`config.mk`:
```
export PLATFORM = sky130hd
export DESIGN_NAME = ssp_dce_port
export DESIGN_NICKNAME = d
export VERILOG_FILES = /design/src/include/ssp_pkg.sv /design/src/core/ssp_edge_det.sv /design/src/core/ssp_dce_port.sv
export SDC_FILE = /design/constraint.sdc
export NUM_CORES = 1
export LEC_CHECK = 0
export BUFFER_PORTS_ARGS = -buffer_cell sky130_fd_sc_hd__buf_2
export CAP_MARGIN = 20
export CORE_MARGIN = 1
export CORE_UTILIZATION = 40
export CTS_CLUSTER_SIZE = 16
export DETAILED_ROUTE_END_ITERATION = 6
export SLEW_MARGIN = 30
export SYNTH_ARGS = -nofsm -noshare
export SYNTH_HDL_FRONTEND = slang
export SYNTH_SLANG_ARGS = --single-unit
```
`constraint.sdc`:
```
create_clock -name sys_clk -period 4.2 [get_ports sys_clk]
set_input_delay 0.84 -clock sys_clk [delete_from_list [all_inputs] [get_ports sys_clk]]
set_output_delay 0.84 -clock sys_clk [all_outputs]
set_load 0.03 [all_outputs]
```
`src/include/ssp_pkg.sv`:
```
// package of constants and types for the synchronous serial dce port
package ssp_pkg;

  // transmit clock phasing settings
  typedef enum logic [1:0]
  {
    SSP_PH_NORMAL = 2'b00,
    SSP_PH_INVERT = 2'b01,
    SSP_PH_AUTO = 2'b10
  } ssp_phase_t;

  // loop timing selection; remote setting is reserved and acts as off
  typedef enum logic [1:0]
  {
    SSP_LT_OFF = 2'b00,
    SSP_LT_ON = 2'b01,
    SSP_LT_REMOTE = 2'b10
  } ssp_lt_t;

  // register offsets
  localparam logic [3:0] SSP_ADDR_STATUS = 4'h0;
  localparam logic [3:0] SSP_ADDR_MASK = 4'h1;
  localparam logic [3:0] SSP_ADDR_STATE = 4'h2;
  localparam logic [3:0] SSP_ADDR_DIV = 4'h3;

  // event bit positions in status and mask
  localparam int SSP_EV_RR_RISE = 0;
  localparam int SSP_EV_RR_FALL = 1;
  localparam int SSP_EV_FAULT = 2;
  localparam int SSP_EV_TT_LOST = 3;
  localparam int SSP_EV_W = 4;

  // timing constants
  localparam int SSP_SYS_CLK_HZ = 25000000;
  localparam int SSP_DIV_W = 16;
  localparam logic [15:0] SSP_DIV_RESET = 16'h0004;
  localparam logic [7:0] SSP_TT_TIMEOUT = 8'h40;

endpackage

```
`src/core/ssp_edge_det.sv`:
```
// two-stage synchroniser with edge detection for one outside level
`timescale 1ns/1ps
module ssp_edge_det
  import ssp_pkg::*;
(
  input wire logic sys_clk,
  input wire logic reset_n,
  input wire logic async_in,
  output logic level,
  output logic rise,
  output logic fall
);

  typedef struct packed
  {
    logic meta;
    logic sync;
    logic last;
  } ssp_ed_state_t;

  ssp_ed_state_t st_ff;
  ssp_ed_state_t nxt_st;

  // first stage feeds only the second stage, so metastability stays contained
  always_comb
  begin
    nxt_st = st_ff;
    nxt_st.meta = async_in;
    nxt_st.sync = st_ff.meta;
    nxt_st.last = st_ff.sync;
  end

  always_ff @(posedge sys_clk or negedge reset_n)
  begin
    if (!reset_n)
      st_ff <= '0;
    else
      st_ff <= nxt_st;
  end

  assign level = st_ff.sync;
  assign rise = st_ff.sync & ~st_ff.last;
  assign fall = ~st_ff.sync & st_ff.last;

endmodule

```
`src/core/ssp_dce_port.sv`:
```
// synchronous serial dce data port: clocks, data paths, loops, status and faults
`timescale 1ns/1ps

module ssp_dce_port
  import ssp_pkg::*;
#(
  parameter int DIV_W = SSP_DIV_W
)
(
  input wire logic sys_clk,
  input wire logic reset_n,
  // static configuration
  input wire logic cfg_ext_clock,
  input wire logic [1:0] tx_clock_phase_select,
  input wire logic cfg_rx_clock_invert,
  input wire logic cfg_loopback,
  input wire logic [1:0] loop_timing_select,
  // terminal side lines
  input wire logic send_data,
  input wire logic terminal_timing,
  input wire logic request_to_send,
  output logic send_timing,
  output logic receive_data,
  output logic receive_timing,
  output logic clear_to_send,
  output logic data_mode,
  output logic receiver_ready,
  output logic mod_fault_oe,
  output logic demod_fault_oe,
  // modem side
  input wire logic demod_data,
  input wire logic demod_clock,
  input wire logic demod_carrier,
  input wire logic decoder_locked,
  input wire logic fault_common_in,
  input wire logic fault_mod_in,
  input wire logic fault_demod_in,
  output logic mod_data,
  output logic mod_data_valid,
  output logic fault_common,
  output logic fault_mod,
  output logic fault_demod,
  output logic loop_timing_led,
  // register port
  input wire logic [3:0] reg_addr,
  input wire logic [31:0] reg_wdata,
  input wire logic reg_wr,
  input wire logic reg_rd,
  output logic [31:0] reg_rdata,
  output logic irq
);

  // ************************************************************
  // synchronisers for outside lines
  // ************************************************************
  logic tt_lvl;
  logic tt_rise;
  logic tt_fall;
  logic rc_lvl;
  logic rc_rise;
  logic sd_lvl;
  logic rd_lvl;
  logic rts_lvl;
  logic car_lvl;
  logic lock_lvl;

  ssp_edge_det u_tt
  (
    .sys_clk(sys_clk),
    .reset_n(reset_n),
    .async_in(terminal_timing),
    .level(tt_lvl),
    .rise(tt_rise),
    .fall(tt_fall)
  );

  ssp_edge_det u_rc
  (
    .sys_clk(sys_clk),
    .reset_n(reset_n),
    .async_in(demod_clock),
    .level(rc_lvl),
    .rise(rc_rise),
    .fall()
  );

  // plain two-flop synchronisers for data and status levels
  typedef struct packed
  {
    logic [4:0] meta;
    logic [4:0] sync;
  } ssp_sync_t;

  ssp_sync_t sy_ff;
  ssp_sync_t nxt_sy;

  always_comb
  begin
    nxt_sy.meta = {send_data, demod_data, request_to_send, demod_carrier, decoder_locked};
    nxt_sy.sync = sy_ff.meta;
  end

  always_ff @(posedge sys_clk or negedge reset_n)
  begin
    if (!reset_n)
      sy_ff <= '0;
    else
      sy_ff <= nxt_sy;
  end

  assign sd_lvl = sy_ff.sync[4];
  assign rd_lvl = sy_ff.sync[3];
  assign rts_lvl = sy_ff.sync[2];
  assign car_lvl = sy_ff.sync[1];
  assign lock_lvl = sy_ff.sync[0];

  // ************************************************************
  // main state
  // ************************************************************
  typedef struct packed
  {
    logic [DIV_W-1:0] div_cnt;
    logic [DIV_W-1:0] div_half;
    logic st_clk;
    logic st_rise;
    logic st_fall;
    logic sd_cap;
    logic sd_last;
    logic cap_valid;
    logic auto_pol;
    logic [7:0] tt_idle;
    logic tt_seen;
    logic send_timing;
    logic receive_data;
    logic receive_timing;
    logic clear_to_send;
    logic data_mode;
    logic receiver_ready;
    logic mod_fault_oe;
    logic demod_fault_oe;
    logic mod_data;
    logic mod_data_valid;
    logic fault_common;
    logic fault_mod;
    logic fault_demod;
    logic loop_timing_led;
    logic [SSP_EV_W-1:0] status;
    logic [SSP_EV_W-1:0] mask;
    logic [31:0] rdata;
    logic irq;
  } ssp_state_t;

  ssp_state_t st_ff;
  ssp_state_t nxt_st;

  // register address match, used by both the write and read paths
  function automatic logic hit(input logic [3:0] a, input logic [3:0] off);
    hit = (a == off);
  endfunction

  logic loop_timing_on;
  logic sample_edge;
  logic sample_sel_rise;
  logic [SSP_EV_W-1:0] events;
  logic any_fault;
  logic rr_now;

  // remote loop timing setting is reserved and behaves as off
  assign loop_timing_on = (ssp_lt_t'(loop_timing_select) == SSP_LT_ON);

  // choose the sampling edge of the active transmit clock; data changes on one
  // edge so the opposite edge sits mid-bit, which keeps sampling off transitions
  always_comb
  begin
    case (ssp_phase_t'(tx_clock_phase_select))
      SSP_PH_NORMAL: sample_sel_rise = 1'b1;
      SSP_PH_INVERT: sample_sel_rise = 1'b0;
      SSP_PH_AUTO: sample_sel_rise = st_ff.auto_pol;
      default: sample_sel_rise = 1'b1;
    endcase
  end

  // external mode samples on the terminal clock, internal on our own
  assign sample_edge = cfg_ext_clock
    ? (sample_sel_rise ? tt_rise : tt_fall)
    : (sample_sel_rise ? st_ff.st_rise : st_ff.st_fall);

  assign rr_now = car_lvl & lock_lvl;
  assign any_fault = fault_common_in | fault_mod_in | fault_demod_in;

  always_comb
  begin
    events = '0;
    events[SSP_EV_RR_RISE] = rr_now & ~st_ff.receiver_ready;
    events[SSP_EV_RR_FALL] = ~rr_now & st_ff.receiver_ready;
    events[SSP_EV_FAULT] = any_fault & ~(st_ff.fault_common | st_ff.fault_mod | st_ff.fault_demod);
    events[SSP_EV_TT_LOST] = cfg_ext_clock & st_ff.tt_seen & (st_ff.tt_idle == SSP_TT_TIMEOUT);
  end

  // ************************************************************
  // next-state logic
  // ************************************************************
  always_comb
  begin
    nxt_st = st_ff;
    nxt_st.st_rise = 1'b0;
    nxt_st.st_fall = 1'b0;
    nxt_st.cap_valid = 1'b0;

    // internal send timing divider from the system clock
    if (st_ff.div_cnt >= st_ff.div_half)
    begin
      nxt_st.div_cnt = '0;
      nxt_st.st_clk = ~st_ff.st_clk;
      nxt_st.st_rise = ~st_ff.st_clk;
      nxt_st.st_fall = st_ff.st_clk;
    end
    else
      nxt_st.div_cnt = st_ff.div_cnt + 1'b1;

    // auto phasing: a clean clock is sampled on the edge opposite to launch,
    // so follow the clock level at the moment data is seen to change; judge the
    // change against the previous sample, since the captured bit lags until the
    // capture edge and would flip the choice on that very edge
    nxt_st.sd_last = sd_lvl;
    if (sd_lvl != st_ff.sd_last)
      nxt_st.auto_pol = cfg_ext_clock ? ~tt_lvl : ~st_ff.st_clk;

    // capture transmit data on the selected edge
    if (sample_edge)
    begin
      nxt_st.sd_cap = sd_lvl;
      nxt_st.cap_valid = 1'b1;
    end

    // terminal clock watchdog, saturating
    if (tt_rise | tt_fall)
    begin
      nxt_st.tt_idle = '0;
      nxt_st.tt_seen = 1'b1;
    end
    else if (st_ff.tt_idle != SSP_TT_TIMEOUT)
      nxt_st.tt_idle = st_ff.tt_idle + 8'h01;

    // send timing: recovered clock under loop timing, else internal clock
    nxt_st.send_timing = loop_timing_on ? rc_lvl : st_ff.st_clk;
    nxt_st.loop_timing_led = loop_timing_on;

    // receive path, or terminal loopback of send data and active clock
    if (cfg_loopback)
    begin
      nxt_st.receive_data = sd_lvl;
      nxt_st.receive_timing = cfg_ext_clock ? tt_lvl : st_ff.st_clk;
    end
    else
    begin
      nxt_st.receive_data = rd_lvl;
      // invert puts the falling edge mid-bit instead of the rising edge
      nxt_st.receive_timing = rc_lvl ^ cfg_rx_clock_invert;
    end

    // modulator input: received stream in modem-side loopback
    if (cfg_loopback)
    begin
      nxt_st.mod_data = rd_lvl;
      nxt_st.mod_data_valid = rc_rise;
    end
    else
    begin
      nxt_st.mod_data = st_ff.cap_valid ? st_ff.sd_cap : st_ff.mod_data;
      nxt_st.mod_data_valid = st_ff.cap_valid;
    end

    nxt_st.clear_to_send = rts_lvl;
    nxt_st.data_mode = 1'b1;
    nxt_st.receiver_ready = rr_now;

    // fault relays and open-collector lines; open circuit means fault
    nxt_st.fault_common = fault_common_in;
    nxt_st.fault_mod = fault_mod_in;
    nxt_st.fault_demod = fault_demod_in;
    nxt_st.mod_fault_oe = ~(fault_mod_in | fault_common_in);
    nxt_st.demod_fault_oe = ~(fault_demod_in | fault_common_in);

    // register writes; a new event wins over a clear in the same cycle
    nxt_st.status = st_ff.status;
    if (reg_wr & hit(reg_addr, SSP_ADDR_STATUS))
      nxt_st.status = st_ff.status & ~reg_wdata[SSP_EV_W-1:0];
    nxt_st.status = nxt_st.status | events;
    if (reg_wr & hit(reg_addr, SSP_ADDR_MASK))
      nxt_st.mask = reg_wdata[SSP_EV_W-1:0];
    if (reg_wr & hit(reg_addr, SSP_ADDR_DIV))
      nxt_st.div_half = reg_wdata[DIV_W-1:0];

    // register reads, data valid the cycle after the strobe
    nxt_st.rdata = '0;
    if (reg_rd)
    begin
      if (hit(reg_addr, SSP_ADDR_STATUS))
        nxt_st.rdata = 32'(st_ff.status);
      else if (hit(reg_addr, SSP_ADDR_MASK))
        nxt_st.rdata = 32'(st_ff.mask);
      else if (hit(reg_addr, SSP_ADDR_STATE))
        nxt_st.rdata = 32'({st_ff.loop_timing_led, st_ff.fault_demod, st_ff.fault_mod,
                            st_ff.fault_common, st_ff.receiver_ready, st_ff.clear_to_send,
                            st_ff.auto_pol});
      else if (hit(reg_addr, SSP_ADDR_DIV))
        nxt_st.rdata = 32'(st_ff.div_half);
    end

    nxt_st.irq = |(nxt_st.status & nxt_st.mask);
  end

  // ************************************************************
  // state register
  // ************************************************************
  always_ff @(posedge sys_clk or negedge reset_n)
  begin
    if (!reset_n)
    begin
      st_ff <= '0;
      st_ff.div_half <= DIV_W'(SSP_DIV_RESET);
      st_ff.auto_pol <= 1'b1;
    end
    else
      st_ff <= nxt_st;
  end

  assign send_timing = st_ff.send_timing;
  assign receive_data = st_ff.receive_data;
  assign receive_timing = st_ff.receive_timing;
  assign clear_to_send = st_ff.clear_to_send;
  assign data_mode = st_ff.data_mode;
  assign receiver_ready = st_ff.receiver_ready;
  assign mod_fault_oe = st_ff.mod_fault_oe;
  assign demod_fault_oe = st_ff.demod_fault_oe;
  assign mod_data = st_ff.mod_data;
  assign mod_data_valid = st_ff.mod_data_valid;
  assign fault_common = st_ff.fault_common;
  assign fault_mod = st_ff.fault_mod;
  assign fault_demod = st_ff.fault_demod;
  assign loop_timing_led = st_ff.loop_timing_led;
  assign reg_rdata = st_ff.rdata;
  assign irq = st_ff.irq;

endmodule

```
Word-level counts from Yosys, hierarchy flattened
Cells that the tools add are included.

word-level totals
  input port bits = 57
  output and inout bits = 47
  register bits after elaboration = 119
  word-level logic and storage cells = 107

operators by class
  reductions and logical operators = 4
  bitwise operators = 32
  mux-type cells = 22
  magnitude comparators = 1
  $add $sub $neg = 2
  equality and inequality tests = 9

operator list
  operator                                                count
  2-to-1 mux 16 bit                                       6
  adder 16 x 1 -> 16 bit (second input constant)          1
  greater-or-equal comparator 16 bit                      1
  2-to-1 mux 8 bit                                        2
  bitwise AND 1 bit                                       12
  NOT 1 bit                                               9
  adder 8 x 1 -> 8 bit (second input constant)            1
  bitwise AND 4 bit                                       2
  == test 4 x 2 -> 1 bit (second input constant)          2
  == test 8 x 7 -> 1 bit (second input constant)          1
  2-to-1 mux 1 bit                                        8
  2-to-1 mux 4 bit                                        2
  inequality test 8 x 7 -> 1 bit (second input constant)  1
  2-to-1 mux 2 bit                                        3
  bitwise OR 1 bit                                        6
  == test 2 x 1 -> 1 bit (second input constant)          2
  == test 4 x 1 -> 1 bit (second input constant)          1
  zero test 4 bit                                         1
  NOT 4 bit                                               1
  bitwise OR 4 bit                                        1
  nonzero test 2 bit                                      2
  OR reduction 4 bit                                      1
  == test 2 bit (second input constant)                   1
  one-hot mux 1 bit (2 select lines)                      1
  2 further kinds                                         2

Longest topological paths before layout
Gate-level depths: netlist (run 1).

  depth after elaboration = 7
  gate-level depth with buffers = 8
  mapped depth without buffers = 7

Hierarchy
A second synthesis (run 1) with hierarchy kept.

unflattened totals
  cell total of the unflattened synthesis = 410
  area, all modules = 4584.4 um^2

modules (own cells, without submodules)
  module        times used  sequential area each (um^2)  area each (um^2)  cells each
  ssp_dce_port  1           2429.8                       4404.2            400
  ssp_edge_det  2           75.1                         90.1              5

Worst setup path before layout (run 1)
No wires, ideal clock.

  path type = input-to-reg
  start point = in reg_addr[1]
  end point = reg st_ff (netlist bit irq)
  slack = 2.011 ns
  arrival = 2.063 ns
  stages on the path = 5
  required time = 4.074 ns
  library setup time = 0.126 ns
  path buffers = 1
  path through = buf_6 nor4b_4 nand2_2 mux2_4 a221o_1

RTL lines
  what                  RTL line             text
  from (decl)           ssp_dce_port.sv:45   input wire logic [3:0] reg_addr,
  to (signal assigned)  ssp_dce_port.sv:326  st_ff <= nxt_st;
  to (decl)             ssp_dce_port.sv:153  ssp_state_t st_ff;

==> impl_metrics.env, run 1 <==
export IMPL_worst_slew_pin_slew_ps=710.7
export IMPL_p_clk_share_pct=33.7
export IMPL_fillers=991
export IMPL_start_util_pct=41.87
export IMPL_gp_congestion=0.8390
export IMPL_drt_iter0_drc=187
export IMPL_min_period_ps=2174
export IMPL_hold_path_class="reg2reg"
export IMPL_synth_seq_cells=103
export IMPL_worst_r2r_path_depth=6
export IMPL_power_density_mw_per_mm2=484.3
export IMPL_grt_use_total_pct=15.84
export IMPL_routed_wl_um=8815
export IMPL_timing_final_crit_share_pct=51.76
export IMPL_synthFlopType="dfrtp_1"
export IMPL_clock_latency_ps=340
export IMPL_grt_pass1_wl_um=13990
export IMPL_clockBufferDepth=2
export IMPL_ctsResizeCount=0
export IMPL_crit_path_max_incr_delay_ps=420
export IMPL_dieArea_mm2=0.01203
export IMPL_comb_power_share_pct=18.1
export IMPL_most_common_layout_cells="dfrtp_1, buf_2, nor2_1"
export IMPL_antenna_found_initial=0
export IMPL_final_common_cell="dfrtp_1"
export IMPL_final_setup_viol_count=0
export IMPL_dp_hpwl_um=6491
export IMPL_drv_cap=0
export IMPL_avgRoutedWirePerCell_um=14.79
export IMPL_ant_nets=0
export IMPL_ys_seq_area_share_pct=55.62
export IMPL_hold_buffers=0
export IMPL_p_sw_mw=0.7486
export IMPL_yosys_warnings=0
export IMPL_criticalPathCategory="reg2reg"
export IMPL_tritoncts="built"
export IMPL_clkTransAtPathRegs_ps=70
export IMPL_setup_tns_ps=0
export IMPL_slew_limit_headroom_pct=52.62
export IMPL_critPathMaxFanout=18
export IMPL_async_reset_ff_share_pct=100.0
export IMPL_slew_violations=0
export IMPL_cpLargestDelayFamily="simple AND/OR/NAND/NOR gates"
export IMPL_avgSynthCellArea_um2=11.89
export IMPL_synth_edff_count=0
export IMPL_swShare_pct=29.23
export IMPL_holdPathStages=0
export IMPL_drive_gt1_share_pct=24.12
export IMPL_fmax_mhz=460.0
export IMPL_finClkSkew_ps=9.405
export IMPL_area_growth_pct=14.03
export IMPL_rows=38
export IMPL_grt_max_degree=82
export IMPL_endpoint_kind="flip-flop"
export IMPL_critPathSlowestCell="dfrtp_1"
export IMPL_synthDistinctLibCells=49
export IMPL_status="finished, final reports clean"
export IMPL_core_area_mm2=0.01108
export IMPL_post_cts_buffers=0
export IMPL_place_ws_ps=1793
export IMPL_crit_buf_inv=0
export IMPL_cp_depth=6
export IMPL_cts_inserted_buffers=9
export IMPL_cp_data_required_time_ps=4430
export IMPL_drc=0
export IMPL_start_kind="flip-flop"
export IMPL_crit_chain="ha_1, nand2b_1, a2111oi_0, or4_1, nand3_2, and2_1"
export IMPL_hold_viol=0
export IMPL_intPower_mw=1.813
export IMPL_ioPinCount=104
export IMPL_ir_drop_uv=190.5
export IMPL_grt_pass1_vias=2816
export IMPL_synthCells=390
export IMPL_num_vias=2907
export IMPL_routed_via_density=4.878
export IMPL_diodes=0
export IMPL_cts_root_buf="clkbuf_16"
export IMPL_power_frac_seq_pct=48.2
export IMPL_finalWorstSetupSlack_ps=2026
export IMPL_p_leak_nw=2.635
export IMPL_die_x_um=109.7
export IMPL_cp_arrival_ps=2400
export IMPL_rsz0062_at_grt="false"
export IMPL_first_pass_iters=4
export IMPL_clock_sinks=103
export IMPL_htree_num_levels=3
export IMPL_synth_area_mm2=0.004638
export IMPL_grt_overflow=0
export IMPL_die_h_um=109.7
export IMPL_port_buffer_count=71
export IMPL_fin_nets=529
==> path summary, 6_finish.rpt <==
path | startpoint | endpoint | slack (ps)
max | st_ff[71] | st_ff[68] | 2030
min | nxt_sy[2] | nxt_st[51] | 350
max reg2reg | st_ff[71] | st_ff[68] | 2030
min reg2reg | nxt_sy[2] | nxt_st[51] | 350
max in group asynchronous | reset_n | reg_rdata[11] | 2890
min in group asynchronous | reset_n | mod_data | 530
==> final cells by class <==
| cell class | count | area, µm² | area share [%] |
|---|---|---|---|
| inverter | 27 | 101.3 | 1.916 |
| clock buffer | 10 | 239.0 | 4.519 |
| sequential | 103 | 2580 | 48.78 |
| tap | 140 | 175.2 | 3.312 |
| timing repair buffer | 73 | 376.6 | 7.121 |
| clock inverter | 6 | 77.57 | 1.467 |
| multi-input combinational | 237 | 1739 | 32.88 |
==> stage by stage <==
stage	hold slack [ps]	total power, mW	std cells	util (%)	cell area, µm²
2_1_floorplan	331.2	1.568	405	-	4695
3_3_place_gp	333.6	1.697	580	44.85	4969
3_5_place_dp	334.7	1.720	580	44.88	4972
4_1_cts	351.3	2.594	596	47.74	5289
5_1_grt	361.0	2.716	596	47.74	5289
6_report	349.8	2.561	596	47.74	5289
==> flip-flops by register name (all words and copies together) (netlist names), 2 cells and up <==
| signal | count |
|---|---|
| nxt_sy | 5 |
| nxt_st | 2 |
| reg_rdata | 16 |
| st_ff | 56 |
==> synth_stat cells, types with 6 or more instances <==
master	number	area (µm²)
a21oi_1	11	55.05
and2_1	7	43.79
and3_1	9	56.30
buf_4	32	240.2
dfrtp_1	101	2527
ha_1	21	262.8
inv_1	26	97.59
mux2_1	12	135.1
mux2_2	9	101.4
mux2i_1	6	60.06
nand2_1	17	63.81
nand3_1	13	65.06
nor2_1	33	123.9
nor3_1	12	60.06
xnor2_1	11	96.34
xor2_1	12	105.1
==> routing by layer <==
metal / vias up / routed length, µm / global-route usage, %
met5: - / 0 / 0
met4: 0 / 131 / 6.095
met3: 11 / 347 / 3.438
met2: 69 / 4237 / 25.11
met1: 1438 / 4098 / 21.26
li1: 1389 / - / -
==> power groups by stage <==
stage,registers (mW),logic [mW],clock network (mW)
floorplan,1.25,0.318,0
global placement,1.25,0.448,0
detailed placement,1.25,0.466,0
CTS,1.24,0.469,0.889
global route,1.25,0.528,0.934
finish,1.24,0.462,0.864
==> kinds of logic (layout without fill, tap and decap cells) <==
family | after synthesis | count (layout) | synth area share (%)
other cells | 2 | 17 | 0.1619
flops | 103 | 103 | 55.62
simple gates | 111 | 111 | 12.30
fa+ha+maj | 21 | 21 | 5.665
xor+xnor | 23 | 23 | 4.343
compound gates | 31 | 31 | 4.343
buf+inv | 65 | 116 | 8.093
mux | 34 | 34 | 9.469
No activity file was read; power rests on OpenSTA's default activity.
==> run 2, diff against run 1 <==
==> constraint.sdc (replaced) <==
create_clock -name sys_clk -period 1.8 [get_ports sys_clk]
set_input_delay 0.36 -clock sys_clk [delete_from_list [all_inputs] [get_ports sys_clk]]
set_output_delay 0.36 -clock sys_clk [all_outputs]
set_load 0.03 [all_outputs]
==> run 2 against run 1 <==
The run now ends with negative setup slack left. Design area grew 9.4%. Fmax grew 13%. Clock power increased by 120%. First-iteration DRC count shrank 41%. Via count grew 3.9%. Critical endpoint is now st_ff[70].
==> impl_metrics.env, run 2 (synthesis gave the netlist of run 1 again) <==
export IMPL_cts_root_buf="clkbuf_16"
export IMPL_endpoint_kind="flip-flop"
export IMPL_start_util_pct=41.87
export IMPL_hold_worst_slack_ps=117.6
export IMPL_grt_max_degree=42
export IMPL_clock_sinks=103
export IMPL_intPower_mw=4.479
export IMPL_antenna_found_initial=0
export IMPL_p_sw_mw=1.810
export IMPL_timing_final_crit_share_pct=107.0
export IMPL_dp_hpwl_um=6871
export IMPL_ir_drop_uv=700.9
export IMPL_die_x_um=109.7
export IMPL_p_leak_nw=2.845
export IMPL_critPathMaxFanout=4
export IMPL_clock_latency_ps=350
export IMPL_core_area_mm2=0.01108
export IMPL_comb_power_share_pct=24.0
export IMPL_largest_register="st_ff"
export IMPL_clkTransAtPathRegs_ps=70
export IMPL_hold_viol=0
export IMPL_tritoncts="built"
export IMPL_finalWorstSetupSlack_ps=-126.2
export IMPL_gp_congestion=0.8004
export IMPL_multi_input_area_mm2=0.001911
export IMPL_power_frac_seq_pct=45.1
export IMPL_area_growth_pct=24.79
export IMPL_crit_path_max_incr_delay_ps=450
export IMPL_routed_wl_um=9437
export IMPL_hold_path_class="in2reg"
export IMPL_die_h_um=109.7
export IMPL_grt_pass1_vias=3079
export IMPL_final_common_cell="dfrtp_1"
export IMPL_fin_nets=571
export IMPL_finClkSkew_ps=8.056
export IMPL_rsz0062_at_grt="true"
export IMPL_routed_via_density=4.735
export IMPL_avgRoutedWirePerCell_um=14.79
export IMPL_htree_num_levels=3
export IMPL_swShare_pct=28.78
export IMPL_power_density_mw_per_mm2=1087
export IMPL_grt_pass1_wl_um=15080
export IMPL_ioPinCount=104
export IMPL_final_setup_viol_count=18
export IMPL_cp_arrival_ps=2190
export IMPL_status="finished with violations"
export IMPL_crit_chain="inv_1, ha_1, and4_4, o211ai_1, or4_4, nand3_4, buf_6, xor2_1"
export IMPL_grt_use_total_pct=17.10
export IMPL_finalInstanceArea_mm2=0.005788
export IMPL_drv_cap=0
export IMPL_fillers=986
export IMPL_clockBufferDepth=2
export IMPL_p_clk_share_pct=30.9
export IMPL_drc=0
export IMPL_critPathSlowestCell="or4_4"
export IMPL_drt_iter0_drc=111
export IMPL_dpl_cell_area_mm2=0.005273
export IMPL_dieArea_mm2=0.01203
export IMPL_fmax_mhz=519.2
export IMPL_slew_violations=0
export IMPL_criticalPathCategory="reg2reg"
export IMPL_ant_nets=0
export IMPL_largest_register_ffs=56
export IMPL_diodes=0
export IMPL_port_buffer_count=71
export IMPL_grt_overflow=0
export IMPL_failed_checks="negative setup slack"
export IMPL_cp_data_required_time_ps=2060
export IMPL_rows=38
export IMPL_p_total_mw=6.289
export IMPL_drive_gt1_share_pct=35.34
export IMPL_seqCellArea_mm2=0.002580
export IMPL_cts_inserted_buffers=9
export IMPL_start_kind="flip-flop"
export IMPL_most_common_layout_cells="dfrtp_1, buf_2, buf_4"
export IMPL_first_pass_iters=4
export IMPL_min_period_ps=1926
export IMPL_num_vias=3021
run 2: worst max-delay path: cells and delay by family (launching register included):
| family | cells | cell delay (ps) |
|---|---|---|
| buf+inv | 2 | 180 |
| fa+ha+maj | 1 | 280 |
| xor+xnor | 1 | 130 |
| flops | 1 | 360 |
| compound gates | 1 | 90 |
| simple gates | 3 | 800 |
run 2: area by class of cell:
type / count / area share, %
clock buffers: 13 / 4.323
clock inverters: 3 / 0.7566
inverters: 27 / 1.751
multi-input cells: 237 / 33.01
flip-flops and latches: 103 / 44.57
well taps: 140 / 3.026
repair buffers: 115 / 12.56
run 2: layer usage:
layer	track usage (%)	part of all wire (%)	up-vias
met5	0	0	-
li1	-	-	1480
met3	4.683	3.8	11
met2	28.21	50	64
met1	21.76	44	1466
met4	5.619	1.4	0
run 2: final timing paths:
| path | slack (ps) | depth (start not counted) | end | from |
|---|---|---|---|---|
| max in group asynchronous | 730 | 3 | reg_rdata[9] | reset_n |
| hold / removal | 120 | 1 | nxt_sy[1] | demod_carrier |
| setup / recovery | -130 | 8 | st_ff[70] | st_ff[83] |
| hold reg to reg | 350 | 0 | nxt_st[66] | nxt_sy[4] |
| setup reg to reg | -130 | 8 | st_ff[70] | st_ff[83] |
| min in group asynchronous | 510 | 2 | nxt_st[66] | reset_n |
run 2: metrics by stage:
stage | worst slack [ps] | instances | setup TNS (ps) | util (%)
CTS | -164.2 | 638 | -2500 | 51.28
global route | -188.6 | 638 | -2985 | 52.25
finish | -126.2 | 638 | -1897 | 52.25
global placement | -118.7 | 614 | -1596 | 47.59
floorplan | -14.21 | 405 | -137.0 | -
detailed placement | -196.8 | 614 | -2913 | 47.59
run 2: timing repair:
action,4_1_cts,5_1_grt
buffers inserted,6,2
gates cloned,1,0
hold buffers,1,0
pin swaps,2,8
resized for setup,12,24
setup endpoints to repair,19,19
endpoints found under the hold margin,29,0
run 2: power by group through the flow:
stage	Combinational [mW]	Clock [mW]	Sequential (mW)
finish	1.51	1.94	2.84
global route	1.70	2.10	2.87
CTS	1.40	1.99	2.83
detailed placement	1.32	0	2.87
global placement	1.28	0	2.86
floorplan	0.743	0	2.92
